<file path="config.mk">
export PLATFORM = sky130hd
export DESIGN_NAME = byte_op_instruction_exec
export DESIGN_NICKNAME = d
export VERILOG_FILES = /design/src/core/exec_pkg.sv /design/src/core/byte_op_instruction_exec.sv /design/src/core/file_ram.sv /design/src/core/watchdog_count.sv
export SDC_FILE = /design/constraint.sdc
export NUM_CORES = 1
export LEC_CHECK = 0
export BUFFER_PORTS_ARGS = -buffer_cell sky130_fd_sc_hd__buf_4
export CAP_MARGIN = 25
export CORE_UTILIZATION = 40
export DETAILED_ROUTE_END_ITERATION = 16
export RECOVER_POWER = 25
export SKIP_LAST_GASP = 1
export SLEW_MARGIN = 5
export SYNTH_ARGS = -nofsm -noshare
export SYNTH_HDL_FRONTEND = slang
export SYNTH_SLANG_ARGS = --single-unit
</file>
<file path="constraint.sdc">
create_clock -name i_clk -period 13.8 [get_ports i_clk]
set_clock_uncertainty 0.15 [all_clocks]
set_input_delay 0.69 -clock i_clk [delete_from_list [all_inputs] [get_ports i_clk]]
set_output_delay 0.69 -clock i_clk [all_outputs]
set_load 0.1 [all_outputs]
</file>
<file path="src/core/exec_pkg.sv">
package exec_pkg;

    ////////////////////////////////////////////////////////////////////////////
    // widths
    localparam int DATA_W         = 8;
    localparam int FILE_AW        = 7;
    localparam int FILE_DEPTH     = 128;
    localparam int PC_W           = 13;
    localparam int WORD_W         = 14;
    localparam int CALL_W         = 11;
    localparam int REG_AW         = 4;
    localparam int WDT_COUNT_W    = 8;
    localparam int WDT_PRESCALE_W = 7;

    ////////////////////////////////////////////////////////////////////////////
    // instruction word fields and encodings
    localparam int DEST_BIT    = 7;
    localparam int LATCH_HI    = 4;
    localparam int LATCH_LO    = 3;
    localparam logic [WORD_W-1:0] WORD_NOP           = 14'h0000;
    localparam logic [WORD_W-1:0] OP_CLEAR_WATCHDOG  = 14'h0064;
    localparam logic [WORD_W-1:0] MASK_BYTE_OP       = 14'h3f00;
    localparam logic [WORD_W-1:0] OP_COMPLEMENT_FILE = 14'h0900;
    localparam logic [WORD_W-1:0] OP_DECREMENT_FILE  = 14'h0300;
    localparam logic [WORD_W-1:0] OP_DEC_SKIP_ZERO   = 14'h0b00;
    localparam logic [WORD_W-1:0] MASK_CLEAR_OP      = 14'h3f80;
    localparam logic [WORD_W-1:0] OP_CLEAR_FILE      = 14'h0180;
    localparam logic [WORD_W-1:0] OP_CLEAR_ACC       = 14'h0100;
    localparam logic [WORD_W-1:0] MASK_CALL_OP       = 14'h3800;
    localparam logic [WORD_W-1:0] OP_CALL            = 14'h2000;

    ////////////////////////////////////////////////////////////////////////////
    // register offsets
    localparam logic [REG_AW-1:0] REG_ACC       = 4'h0;
    localparam logic [REG_AW-1:0] REG_STATUS    = 4'h1;
    localparam logic [REG_AW-1:0] REG_PC_LATCH  = 4'h2;
    localparam logic [REG_AW-1:0] REG_PC_LO     = 4'h3;
    localparam logic [REG_AW-1:0] REG_PC_HI     = 4'h4;
    localparam logic [REG_AW-1:0] REG_CONTROL   = 4'h5;
    localparam logic [REG_AW-1:0] REG_WDT_COUNT = 4'h6;
    localparam logic [REG_AW-1:0] REG_EXEC      = 4'h7;

    ////////////////////////////////////////////////////////////////////////////
    // reset values
    localparam logic [DATA_W-1:0] ACC_RST      = 8'h00;
    localparam logic [DATA_W-1:0] STATUS_RST   = 8'h18;
    localparam logic [DATA_W-1:0] PC_LATCH_RST = 8'h00;
    localparam logic [DATA_W-1:0] CONTROL_RST  = 8'h01;
    localparam logic [PC_W-1:0]   PC_RST       = 13'h0000;
    localparam int                RUN_BIT      = 0;

    ////////////////////////////////////////////////////////////////////////////
    // types
    typedef enum logic [1:0] {PH_FETCH, PH_READ, PH_EXEC, PH_COMMIT} phase_type;

    typedef enum logic [2:0] {
        OPK_NOP, OPK_CLEAR_WDT, OPK_CALL, OPK_COMPLEMENT,
        OPK_CLEAR_FILE, OPK_DECREMENT, OPK_CLEAR_ACC, OPK_DEC_SKIP
    } op_type;

    typedef struct packed {
        logic [2:0] bank;
        logic       watchdog_expiry_flag_n;
        logic       sleep_flag_n;
        logic       result_null_flag;
        logic       digit_carry;
        logic       carry;
    } status_type;

    typedef struct packed {
        logic [REG_AW-1:0] addr;
        logic [DATA_W-1:0] wdata;
        logic              wr;
        logic              rd;
    } reg_req_type;

endpackage : exec_pkg

</file>
<file path="src/core/byte_op_instruction_exec.sv">
// The implementer's own choices: the placing of the registers and strobed register access.
`timescale 1ns/1ps
module byte_op_instruction_exec
    import exec_pkg::*;
(
    // clock and reset
    input  wire logic                           i_clk,
    input  wire logic                           i_nrst,
    // register port
    input  wire logic [exec_pkg::REG_AW-1:0]    i_reg_addr,
    input  wire logic [exec_pkg::DATA_W-1:0]    i_reg_wdata,
    input  wire logic                           i_reg_wr,
    input  wire logic                           i_reg_rd,
    output logic      [exec_pkg::DATA_W-1:0]    o_reg_rdata,
    // instruction fetch
    output logic      [exec_pkg::PC_W-1:0]      o_fetch_pc,
    output logic                                o_fetch_req,
    input  wire logic [exec_pkg::WORD_W-1:0]    i_fetch_word,
    // return stack
    output logic                                o_stack_push,
    output logic      [exec_pkg::PC_W-1:0]      o_stack_data,
    // progress
    output logic                                o_cycle_done
);
    import exec_pkg::*;

    ////////////////////////////////////////////////////////////////////////////
    // state
    phase_type                phase_q;
    logic [WORD_W-1:0]        word_q;
    logic [PC_W-1:0]          pc_q;
    logic [DATA_W-1:0]        acc_q;
    status_type               status_q;
    logic [DATA_W-1:0]        pc_latch_q;
    logic [DATA_W-1:0]        control_q;
    logic                     flush_q;
    logic                     dead_q;
    logic                     stack_push_q;
    logic [PC_W-1:0]          stack_data_q;
    logic                     cycle_done_q;
    logic [DATA_W-1:0]        rdata_q;
    reg_req_type              req;

    logic                     run;
    logic                     commit;
    logic                     fetch;
    op_type                   op;
    logic [FILE_AW-1:0]       file_addr;
    logic                     dest_file;
    logic [DATA_W-1:0]        operand;
    logic [DATA_W-1:0]        operand_raw;
    logic [DATA_W-1:0]        result;
    logic                     result_zero;
    logic                     routed;
    logic                     acc_wr;
    logic                     file_wr;
    logic                     wdt_clear;
    logic                     wdt_expire;
    logic [WDT_COUNT_W-1:0]   wdt_count;
    logic [PC_W-1:0]          pc_next;

    ////////////////////////////////////////////////////////////////////////////
    // decode
    function automatic op_type decode_op(input logic [WORD_W-1:0] w);
        op_type k;
        k = OPK_NOP;
        if (w == OP_CLEAR_WATCHDOG) begin
            k = OPK_CLEAR_WDT;
        end else if ((w & MASK_CALL_OP) == OP_CALL) begin
            k = OPK_CALL;
        end else if ((w & MASK_BYTE_OP) == OP_COMPLEMENT_FILE) begin
            k = OPK_COMPLEMENT;
        end else if ((w & MASK_BYTE_OP) == OP_DECREMENT_FILE) begin
            k = OPK_DECREMENT;
        end else if ((w & MASK_BYTE_OP) == OP_DEC_SKIP_ZERO) begin
            k = OPK_DEC_SKIP;
        end else if ((w & MASK_CLEAR_OP) == OP_CLEAR_FILE) begin
            k = OPK_CLEAR_FILE;
        end else if ((w & MASK_CLEAR_OP) == OP_CLEAR_ACC) begin
            k = OPK_CLEAR_ACC;
        end
        return k;
    endfunction : decode_op

    assign req       = '{addr: i_reg_addr, wdata: i_reg_wdata, wr: i_reg_wr, rd: i_reg_rd};
    assign run       = control_q[RUN_BIT];
    assign fetch     = run && (phase_q == PH_FETCH);
    assign commit    = run && (phase_q == PH_COMMIT);
    assign op        = decode_op(word_q);
    assign file_addr = word_q[FILE_AW-1:0];
    assign dest_file = word_q[DEST_BIT];
    assign operand   = operand_raw;

    ////////////////////////////////////////////////////////////////////////////
    // operand memory
    file_ram #(
        .WIDTH (DATA_W),
        .DEPTH (FILE_DEPTH),
        .AW    (FILE_AW)
    ) u_file_ram (
        .i_clk     (i_clk),
        .i_nrst    (i_nrst),
        .i_rd_en   (run && (phase_q == PH_READ)),
        .i_rd_addr (file_addr),
        .o_rd_data (operand_raw),
        .i_wr_en   (file_wr),
        .i_wr_addr (file_addr),
        .i_wr_data (result)
    );

    ////////////////////////////////////////////////////////////////////////////
    // watchdog
    assign wdt_clear = commit && (op == OPK_CLEAR_WDT);

    watchdog_count #(
        .COUNT_W    (WDT_COUNT_W),
        .PRESCALE_W (WDT_PRESCALE_W)
    ) u_watchdog (
        .i_clk    (i_clk),
        .i_nrst   (i_nrst),
        .i_tick   (commit),
        .i_clear  (wdt_clear),
        .o_count  (wdt_count),
        .o_expire (wdt_expire)
    );

    ////////////////////////////////////////////////////////////////////////////
    // result path
    always_comb begin
        case (op)
            OPK_COMPLEMENT: result = ~operand;
            OPK_DECREMENT:  result = operand - 8'h01;
            OPK_DEC_SKIP:   result = operand - 8'h01;
            OPK_CLEAR_FILE: result = 8'h00;
            OPK_CLEAR_ACC:  result = 8'h00;
            default:        result = 8'h00;
        endcase
    end

    assign result_zero = (result == 8'h00);
    assign routed      = (op == OPK_COMPLEMENT) || (op == OPK_DECREMENT) || (op == OPK_DEC_SKIP);
    assign acc_wr      = commit && ((routed && !dest_file) || (op == OPK_CLEAR_ACC));
    assign file_wr     = commit && ((routed && dest_file) || (op == OPK_CLEAR_FILE));

    ////////////////////////////////////////////////////////////////////////////
    // program counter sequencing
    always_comb begin
        case (op)
            OPK_CALL: begin
                pc_next = {pc_latch_q[LATCH_HI:LATCH_LO], word_q[CALL_W-1:0]};
            end
            OPK_DEC_SKIP: begin
                pc_next = result_zero ? pc_q + 13'h0002 : pc_q + 13'h0001;
            end
            default: begin
                pc_next = pc_q + 13'h0001;
            end
        endcase
    end

    ////////////////////////////////////////////////////////////////////////////
    // phase of the instruction cycle
    always_ff @(posedge i_clk or negedge i_nrst) begin
        if (!i_nrst) begin
            phase_q <= PH_FETCH;
        end else if (run) begin
            case (phase_q)
                PH_FETCH:  phase_q <= PH_READ;
                PH_READ:   phase_q <= PH_EXEC;
                PH_EXEC:   phase_q <= PH_COMMIT;
                PH_COMMIT: phase_q <= PH_FETCH;
                default:   phase_q <= PH_FETCH;
            endcase
        end
    end

    ////////////////////////////////////////////////////////////////////////////
    // instruction latch; a pending flush turns the cycle into a dead one
    always_ff @(posedge i_clk or negedge i_nrst) begin
        if (!i_nrst) begin
            word_q  <= WORD_NOP;
            flush_q <= 1'b0;
            dead_q  <= 1'b0;
        end else begin
            if (fetch) begin
                word_q  <= flush_q ? WORD_NOP : i_fetch_word;
                flush_q <= 1'b0;
                dead_q  <= flush_q;
            end else if (commit) begin
                flush_q <= (op == OPK_CALL) || ((op == OPK_DEC_SKIP) && result_zero);
            end
        end
    end

    ////////////////////////////////////////////////////////////////////////////
    // program counter and return stack push
    always_ff @(posedge i_clk or negedge i_nrst) begin
        if (!i_nrst) begin
            pc_q         <= PC_RST;
            stack_push_q <= 1'b0;
            stack_data_q <= PC_RST;
        end else begin
            stack_push_q <= commit && (op == OPK_CALL);
            if (commit && (op == OPK_CALL)) begin
                stack_data_q <= pc_q + 13'h0001;
            end
            // a dead cycle holds the pc on the call target or the skip address
            if (commit && !dead_q) begin
                pc_q <= pc_next;
            end
        end
    end

    ////////////////////////////////////////////////////////////////////////////
    // accumulator
    always_ff @(posedge i_clk or negedge i_nrst) begin
        if (!i_nrst) begin
            acc_q <= ACC_RST;
        end else if (acc_wr) begin
            acc_q <= result;
        end else if (req.wr && req.addr == REG_ACC) begin
            acc_q <= req.wdata;
        end
    end

    ////////////////////////////////////////////////////////////////////////////
    // status; hardware updates win over a software write in the same cycle
    always_ff @(posedge i_clk or negedge i_nrst) begin
        if (!i_nrst) begin
            status_q <= status_type'(STATUS_RST);
        end else begin
            if (req.wr && req.addr == REG_STATUS) begin
                status_q <= status_type'(req.wdata);
            end
            if (commit) begin
                case (op)
                    OPK_CLEAR_WDT: begin
                        status_q.watchdog_expiry_flag_n <= 1'b1;
                        status_q.sleep_flag_n           <= 1'b1;
                    end
                    OPK_COMPLEMENT: status_q.result_null_flag <= result_zero;
                    OPK_DECREMENT:  status_q.result_null_flag <= result_zero;
                    OPK_CLEAR_FILE: status_q.result_null_flag <= 1'b1;
                    OPK_CLEAR_ACC:  status_q.result_null_flag <= 1'b1;
                    default: begin
                    end
                endcase
            end
            if (wdt_expire) begin
                status_q.watchdog_expiry_flag_n <= 1'b0;
            end
        end
    end

    ////////////////////////////////////////////////////////////////////////////
    // software registers
    always_ff @(posedge i_clk or negedge i_nrst) begin
        if (!i_nrst) begin
            pc_latch_q <= PC_LATCH_RST;
            control_q  <= CONTROL_RST;
        end else if (req.wr) begin
            if (req.addr == REG_PC_LATCH) begin
                pc_latch_q <= req.wdata;
            end
            if (req.addr == REG_CONTROL) begin
                control_q <= req.wdata;
            end
        end
    end

    ////////////////////////////////////////////////////////////////////////////
    // read data, one cycle after the strobe; unmapped reads return zero
    always_ff @(posedge i_clk or negedge i_nrst) begin
        if (!i_nrst) begin
            rdata_q <= 8'h00;
        end else if (req.rd) begin
            case (req.addr)
                REG_ACC:       rdata_q <= acc_q;
                REG_STATUS:    rdata_q <= status_q;
                REG_PC_LATCH:  rdata_q <= pc_latch_q;
                REG_PC_LO:     rdata_q <= pc_q[7:0];
                REG_PC_HI:     rdata_q <= {3'h0, pc_q[PC_W-1:8]};
                REG_CONTROL:   rdata_q <= control_q;
                REG_WDT_COUNT: rdata_q <= wdt_count;
                REG_EXEC:      rdata_q <= {5'h00, phase_q, flush_q};
                default:       rdata_q <= 8'h00;
            endcase
        end else begin
            rdata_q <= 8'h00;
        end
    end

    ////////////////////////////////////////////////////////////////////////////
    // progress pulse
    always_ff @(posedge i_clk or negedge i_nrst) begin
        if (!i_nrst) begin
            cycle_done_q <= 1'b0;
        end else begin
            cycle_done_q <= commit;
        end
    end

    ////////////////////////////////////////////////////////////////////////////
    // outputs
    assign o_reg_rdata  = rdata_q;
    assign o_fetch_pc   = pc_q;
    assign o_fetch_req  = fetch && !flush_q;
    assign o_stack_push = stack_push_q;
    assign o_stack_data = stack_data_q;
    assign o_cycle_done = cycle_done_q;

endmodule : byte_op_instruction_exec

</file>
<file path="src/core/file_ram.sv">
`timescale 1ns/1ps
module file_ram #(
    parameter int WIDTH = 8,
    parameter int DEPTH = 128,
    parameter int AW    = 7
) (
    // clock and reset
    input  wire logic             i_clk,
    input  wire logic             i_nrst,
    // read port
    input  wire logic             i_rd_en,
    input  wire logic [AW-1:0]    i_rd_addr,
    output logic      [WIDTH-1:0] o_rd_data,
    // write port
    input  wire logic             i_wr_en,
    input  wire logic [AW-1:0]    i_wr_addr,
    input  wire logic [WIDTH-1:0] i_wr_data
);

    logic [WIDTH-1:0] mem_q [DEPTH];

    ////////////////////////////////////////////////////////////////////////////
    // storage
    always_ff @(posedge i_clk) begin
        if (i_wr_en) begin
            mem_q[i_wr_addr] <= i_wr_data;
        end
    end

    ////////////////////////////////////////////////////////////////////////////
    // registered read
    always_ff @(posedge i_clk or negedge i_nrst) begin
        if (!i_nrst) begin
            o_rd_data <= '0;
        end else if (i_rd_en) begin
            o_rd_data <= mem_q[i_rd_addr];
        end
    end

endmodule : file_ram

</file>
<file path="src/core/watchdog_count.sv">
`timescale 1ns/1ps
module watchdog_count #(
    parameter int COUNT_W    = 8,
    parameter int PRESCALE_W = 7
) (
    // clock and reset
    input  wire logic               i_clk,
    input  wire logic               i_nrst,
    // control
    input  wire logic               i_tick,
    input  wire logic               i_clear,
    // state
    output logic      [COUNT_W-1:0] o_count,
    output logic                    o_expire
);

    logic [PRESCALE_W-1:0] prescale_q;

    ////////////////////////////////////////////////////////////////////////////
    // prescaler then counter; clear wins over a tick
    always_ff @(posedge i_clk or negedge i_nrst) begin
        if (!i_nrst) begin
            prescale_q <= '0;
            o_count    <= '0;
            o_expire   <= 1'b0;
        end else begin
            o_expire <= 1'b0;
            if (i_clear) begin
                prescale_q <= '0;
                o_count    <= '0;
            end else if (i_tick) begin
                prescale_q <= prescale_q + 1'b1;
                if (&prescale_q) begin
                    o_count <= o_count + 1'b1;
                    if (&o_count) begin
                        o_expire <= 1'b1;
                    end
                end
            end
        end
    end

endmodule : watchdog_count

</file>
Yosys cells after proc, flatten, opt, wreduce, memory -nomap -nowiden
Memories as Yosys holds them, arrays and structs flattened. A register that Yosys moved wholly into a read port is not among the register bits.
Cells that the tools add are included.
- bits in registers: 102
- bits in writable memories: 1024
- input bits: 30
- output and inout port bits: 37
- word-level logic and storage cells: 124
- memories: 1
- memory list (memory ; words ; bits a word ; rd ports ; clocked after Yosys merged registers in ; wr ports ; RTL line ; text):
    u_file_ram.mem_q ; 128 ; 8 ; 1 ; 1 ; 1 ; file_ram.sv:20 ; logic [WIDTH-1:0] mem_q [DEPTH];
- add/sub/neg operators: 5
- equal/unequal tests: 24
- muxes and demuxes: 34
- bitwise operators: 1
- reduce and logical (&&, ||, !) cells: 38
- operators by type and width (operator ; number):
    case mux 8 bit (8 select lines) ; 1
    two-way mux 8 bit ; 6
    case mux 13 bit (2 select lines) ; 1
    two-way mux 3 bit ; 8
    equality test 4 x 3 -> 1 bit (second input constant) ; 4
    case mux 8 bit (2 select lines) ; 1
    equality test 3 bit (second input constant) ; 5
    equality test 14 x 7 -> 1 bit (second input constant) ; 1
    equality test 7 x 2 -> 1 bit (second input constant) ; 2
    logical AND 1 bit ; 14
    two-way mux 14 bit ; 1
    two-way mux 7 bit ; 2
    adder 13 x 1 -> 13 bit (second input constant) ; 1
    adder 13 x 2 -> 13 bit (second input constant) ; 1
    two-way mux 13 bit ; 1
    equality test 6 x 4 -> 1 bit (second input constant) ; 2
    two-way mux 1 bit ; 9
    adder 8 x 1 -> 8 bit (second input constant) ; 1
    equality test 4 x 2 -> 1 bit (second input constant) ; 2
    zero test 8 bit ; 1
    inverter 8 bit ; 1
    case mux 2 bit (4 select lines) ; 1
    AND reduction 8 bit ; 1
    nonzero test 2 bit ; 4
    other kinds (18) ; 31

Longest topological paths before layout
- word-level depth: 16
- depth in mapped cells: 12
- mapped depth without buffers: 9

Hierarchy
Synthesis repeated with hierarchy kept, for this count alone.
- cell total of the unflattened synthesis: 2626
- area, all modules: 46397.0 sq um
- modules (own cells, without submodules) (module ; times used ; cells an instance ; area an instance (sq um) ; sequential area each (sq um)):
    file_ram ; 1 ; 2000 ; 40492.6 ; 30949.7
    byte_op_instruction_exec ; 1 ; 550 ; 5116.2 ; 2155.8
    watchdog_count ; 1 ; 76 ; 788.3 ; 400.4

Least setup slack after synthesis
Ideal clock, no wire load.
- path type: register -> register
- start: reg word_q[10]
- end: mem u_file_ram.mem_q[0][0], data pin
- arrival time: 5.899 ns
- path slack: 6.589 ns
- cell stages (with the launch flop): 5
- buffers on the path: 1
- cells stage by stage: dfrtp_1 > nor3_1 > nand2_1 > clkbuf_1 > nor3_1
- word-level cells in the longest chain between the ends: 11
- elaborated cells on any way between the ends: 18
- ends and longest elaborated chain (what ; RTL line ; text):
    start: declaration ; byte_op_instruction_exec.sv:30 ; logic [WORD_W-1:0] word_q;
    start signal: assignment ; byte_op_instruction_exec.sv:186 ; word_q <= flush_q ? WORD_NOP : i_fetch_word;
    equality test 7 x 2 -> 1 bit ; byte_op_instruction_exec.sv:79 ; end else if ((w & MASK_CLEAR_OP) == OP_CLEAR_ACC) begin
    two-way mux 3 bit ; byte_op_instruction_exec.sv:79 ;
    two-way mux 3 bit ; byte_op_instruction_exec.sv:77 ; end else if ((w & MASK_CLEAR_OP) == OP_CLEAR_FILE) begin
    two-way mux 3 bit ; byte_op_instruction_exec.sv:75 ; end else if ((w & MASK_BYTE_OP) == OP_DEC_SKIP_ZERO) begin
    two-way mux 3 bit ; byte_op_instruction_exec.sv:73 ; end else if ((w & MASK_BYTE_OP) == OP_DECREMENT_FILE) begin
    two-way mux 3 bit ; byte_op_instruction_exec.sv:71 ; end else if ((w & MASK_BYTE_OP) == OP_COMPLEMENT_FILE) begin
    two-way mux 3 bit ; byte_op_instruction_exec.sv:69 ; end else if ((w & MASK_CALL_OP) == OP_CALL) begin
    two-way mux 3 bit (*) ; byte_op_instruction_exec.sv:67 ; if (w == OP_CLEAR_WATCHDOG) begin
    equality test 3 bit ; byte_op_instruction_exec.sv:130 ; case (op)
    OR reduction 2 bit (no source line) ; n/a ;
    case mux 8 bit (2 select lines) (*) ; byte_op_instruction_exec.sv:130 ;
    via result[0] ; byte_op_instruction_exec.sv:52 ; logic [DATA_W-1:0] result;
    end: declaration ; file_ram.sv:20 ;
The timed path passes the listed nets; every way through them passes the cells marked *.

Final worst setup path
- start: reg u_file_ram.o_rd_data[2] (read register of u_file_ram.mem_q)
- end: mem u_file_ram.mem_q[34][3], data pin
- word-level cells in the longest chain between the ends: 2
- ends and longest elaborated chain (what ; RTL line ; text):
    start: declaration ; file_ram.sv:13 ; output logic [WIDTH-1:0] o_rd_data,
    subtractor 8 x 1 -> 8 bit ; byte_op_instruction_exec.sv:132, byte_op_instruction_exec.sv:133 ;
    case mux 8 bit (2 select lines) ; byte_op_instruction_exec.sv:130 ;
    via result[3] ; byte_op_instruction_exec.sv:52 ;
The timed path passes the listed nets, and every way through them passes these cells.

==> reports/qor.yml <==
wl_um: 134000
synthTopCellsByArea: "edfxtp_1, dfrtp_1, a22oi_1, nor2_1, mux2_2"
die_w_um: 334
fin_setup_tns_ns: 0
reg2reg_from: "u_file_ram.o_rd_data[2]$_DFFE_PN0P_"
critPathLaunchType: "flop"
cellPowerDensity_nw_per_um2: 197
root_buffer: "clkbuf_16"
p_leak_uw: 0.0155
crit_path_end_kind: "flop"
synth_area_sq_um: 44100
cp_slowest_cell: "clkbuf_1"
yosys-top-cells-count: "edfxtp_1, a22oi_1, nor2_1"
synthesis.nets: 2854
antenna_left: 0
startpoint: "u_file_ram.o_rd_data[2]$_DFFE_PN0P_"
vias: 27500
core_sq_um: 109000
violations: "max-capacitance violations, max-slew violations"
avgSynthCellArea_sq_um: 15.7
layout-drive-gt1-share: 0.111
die_y_um: 334
drtPass1Iterations: 6
postSynth.asyncResetShare: 0.0970
synth_most_common_cell: "edfxtp_1"
cts_buffers: 113
synth_edf_count: 1024
synth_top_area_share: 0.697
fmax_mhz: 151
cts.sinks: 1134
grt_pass1_wl_um: 192000
clk_pin_slew_ns: 0.06
vdd_ir_drop_max_mv: 0.139
drtIter0Drc: 3802
worstSkewPairLatency_ns: 0.74
drc: 0
slew_violations: 586
vias_per_cell: 6.22
first_global_vias: 26500
synth_warnings: 0
hold_start: "i_reg_wdata[3]"
grt_overflow: 0
drv_cap: 9
hpwlAfterDp_um: 80300
finalCritPeriodShare: 0.479
routabilityCongestion: 0.900
design_area_sq_um: 49800
synth-seq-cells: 1134
ys_seq_area_frac: 0.760
crit_arrival_ns: 6.89
cts_tree: "built"
yosysUniqueCellTypes: 73
required_ns: 14.08
grt_antenna_before_repair: 6
cts_resized: 0
grt_util_all_layers: 0.236
tightest_slew_ns: 4.31
critPathMaxStageDelay_ns: 3.05
initial_core_util: 0.404
setup_violations: 0
nNetsFinal: 2892
holdWs_ns: 0.0937
io_pins: 67
clock_path_buffers: 3
hold_viol: 0
fp-row-count: 121
io_buffers: 66
htree_levels: 3
rsz0062_at_grt: "no"
synth_ff_type: "edfxtp_1"
slew_headroom: -1.87
dpl_cell_area_sq_um: 46200
die-area_sq_um: 112000
areaGrowthSynthToFinish_pct: 12.9
fin_crit_ns: 6.61
cp_max_fo: 75
syn_inst: 2814
grt_max_degree: 101
status: "finished, violations left"
path_cells: "or3_1 -> xnor2_1 -> a21oi_1 -> nor2_1 -> clkbuf_1 -> buf_4"
min_path_type: "in2reg"
critical_path_class: "reg2reg"
wl_per_cell_um: 30.4
synth_area_leader_cell: "edfxtp_1"
-- sequential cells by signal, indices dropped and copies added (netlist names), 8 cells and up --
register	cells
control_q	8
u_watchdog.o_count	8
o_reg_rdata	8
o_fetch_pc	13
o_stack_data	13
acc_q	8
pc_latch_q	8
u_file_ram.o_rd_data	8
word_q	14
u_file_ram.mem_q	1024
status_q	8
-- layout by cell type, fill, tap and decap left out, drive strengths merged, types with 5 or more instances in the layout --
cell type	Yosys	routed
a211oi	6	6
nor4	25	25
edfxtp	1024	1024
inv	17	17
or3	8	8
a41oi	62	62
and2	8	8
o22ai	6	6
nand4	21	21
dfrtp	107	107
bufinv	0	14
o211ai	14	14
clkbuf	116	194
clkinv	2	53
a31oi	37	37
or4	7	7
xor2	13	13
a311oi	5	5
mux2i	46	46
a221o	9	9
a22o	49	49
o21ai	88	88
mux2	56	56
buf	82	72
a221oi	49	49
nor2	216	216
xnor2	10	10
and3	6	6
nand3	44	44
nor3	28	28
a21oi	56	56
nor2b	20	20
nand2b	17	17
nand2	136	136
a22oi	348	348
ha	10	10
-- area by class of cell --
class                           instances  area, sq um
Antenna cell                            1         2.50
Clock buffer                          146         3030
Clock inverter                         67          793
Fill cell                            9413        59400
Inverter                               19         72.6
Multi-Input combinational cell       1463         9790
Sequential cell                      1134        33500
Tap cell                             1476         1850
Timing Repair Buffer                  121          744
-- what timing repair did --
| action | CTS | global route |
|---|---|---|
| endpoints found under the hold margin | 44 | 0 |
| setup buffers | 0 | 0 |
| endpoints found under the setup margin | 0 | 0 |
| hold buffers | 1 | 0 |
-- worst max-delay path: cells and delay by family (launching register included) --
kind	cells	cell delay (ns)
buf+inv	2	3.89
simple gates	2	1.31
flops	1	0.54
xor+xnor	1	0.19
compound gates	1	0.09
-- per-stage QoR --
| step | power [uW] | setup WS [ns] | std cells | utilization |
|---|---|---|---|---|
| CTS | 9820 | 8.80 | 4426 | 0.458 |
| finish | 9830 | 7.19 | 4427 | 0.456 |
| global route | 10100 | 6.53 | 4426 | 0.456 |
| floorplan | 5690 | 6.59 | 2814 | - |
| global placement | 6690 | 8.89 | 4209 | 0.423 |
| detailed placement | 6710 | 8.75 | 4212 | 0.423 |
-- where the power goes --
part | leakage [uW] | total, uW | internal (uW) | switching, uW
sequential | 0.0106 | 4170 | 3960 | 201
clock | 0.00187 | 3140 | 1820 | 1330
combinational | 0.00306 | 2520 | 683 | 1840
-- cell families (layout without fill, tap and decap cells) --
family,after synthesis,count (layout),share of synthesized area
xor gates and xnor gates,23,23,0.00457
AOI/OAI and AO/OA,773,773,0.129
and+or+nand+nor,553,553,0.0582
muxes,104,104,0.0258
adders and majority gates,10,10,0.00284
DFF,1134,1134,0.760
other,0,1,0
buffers and inverters,217,353,0.0202
-- path summary, 6_finish.rpt --
kind	to	slack, ns	cells past startpoint
setup / recovery	u_file_ram.mem_q[34][3]$_DFFE_PP_	7.19	6
hold / removal	control_q[3]$_DFFE_PN0P_	0.09	2
setup reg to reg	u_file_ram.mem_q[34][3]$_DFFE_PP_	7.19	6
hold reg to reg	status_q[4]$_DFF_PN1_	0.22	1
max in group asynchronous	u_watchdog.prescale_q[3]$_DFFE_PN0P_	7.56	3
min in group asynchronous	u_file_ram.o_rd_data[1]$_DFFE_PN0P_	1.42	2
-- per-layer routing --
layer  vias up  GRT usage  routed length, um
met5         -          0                 46
met4         6     0.0747               4360
met1     14000      0.325              53000
met3       261     0.0594              15300
met2      1829      0.368              61700
li1      11400          -                  -
Note: power is estimated with default switching activity, not from simulation.
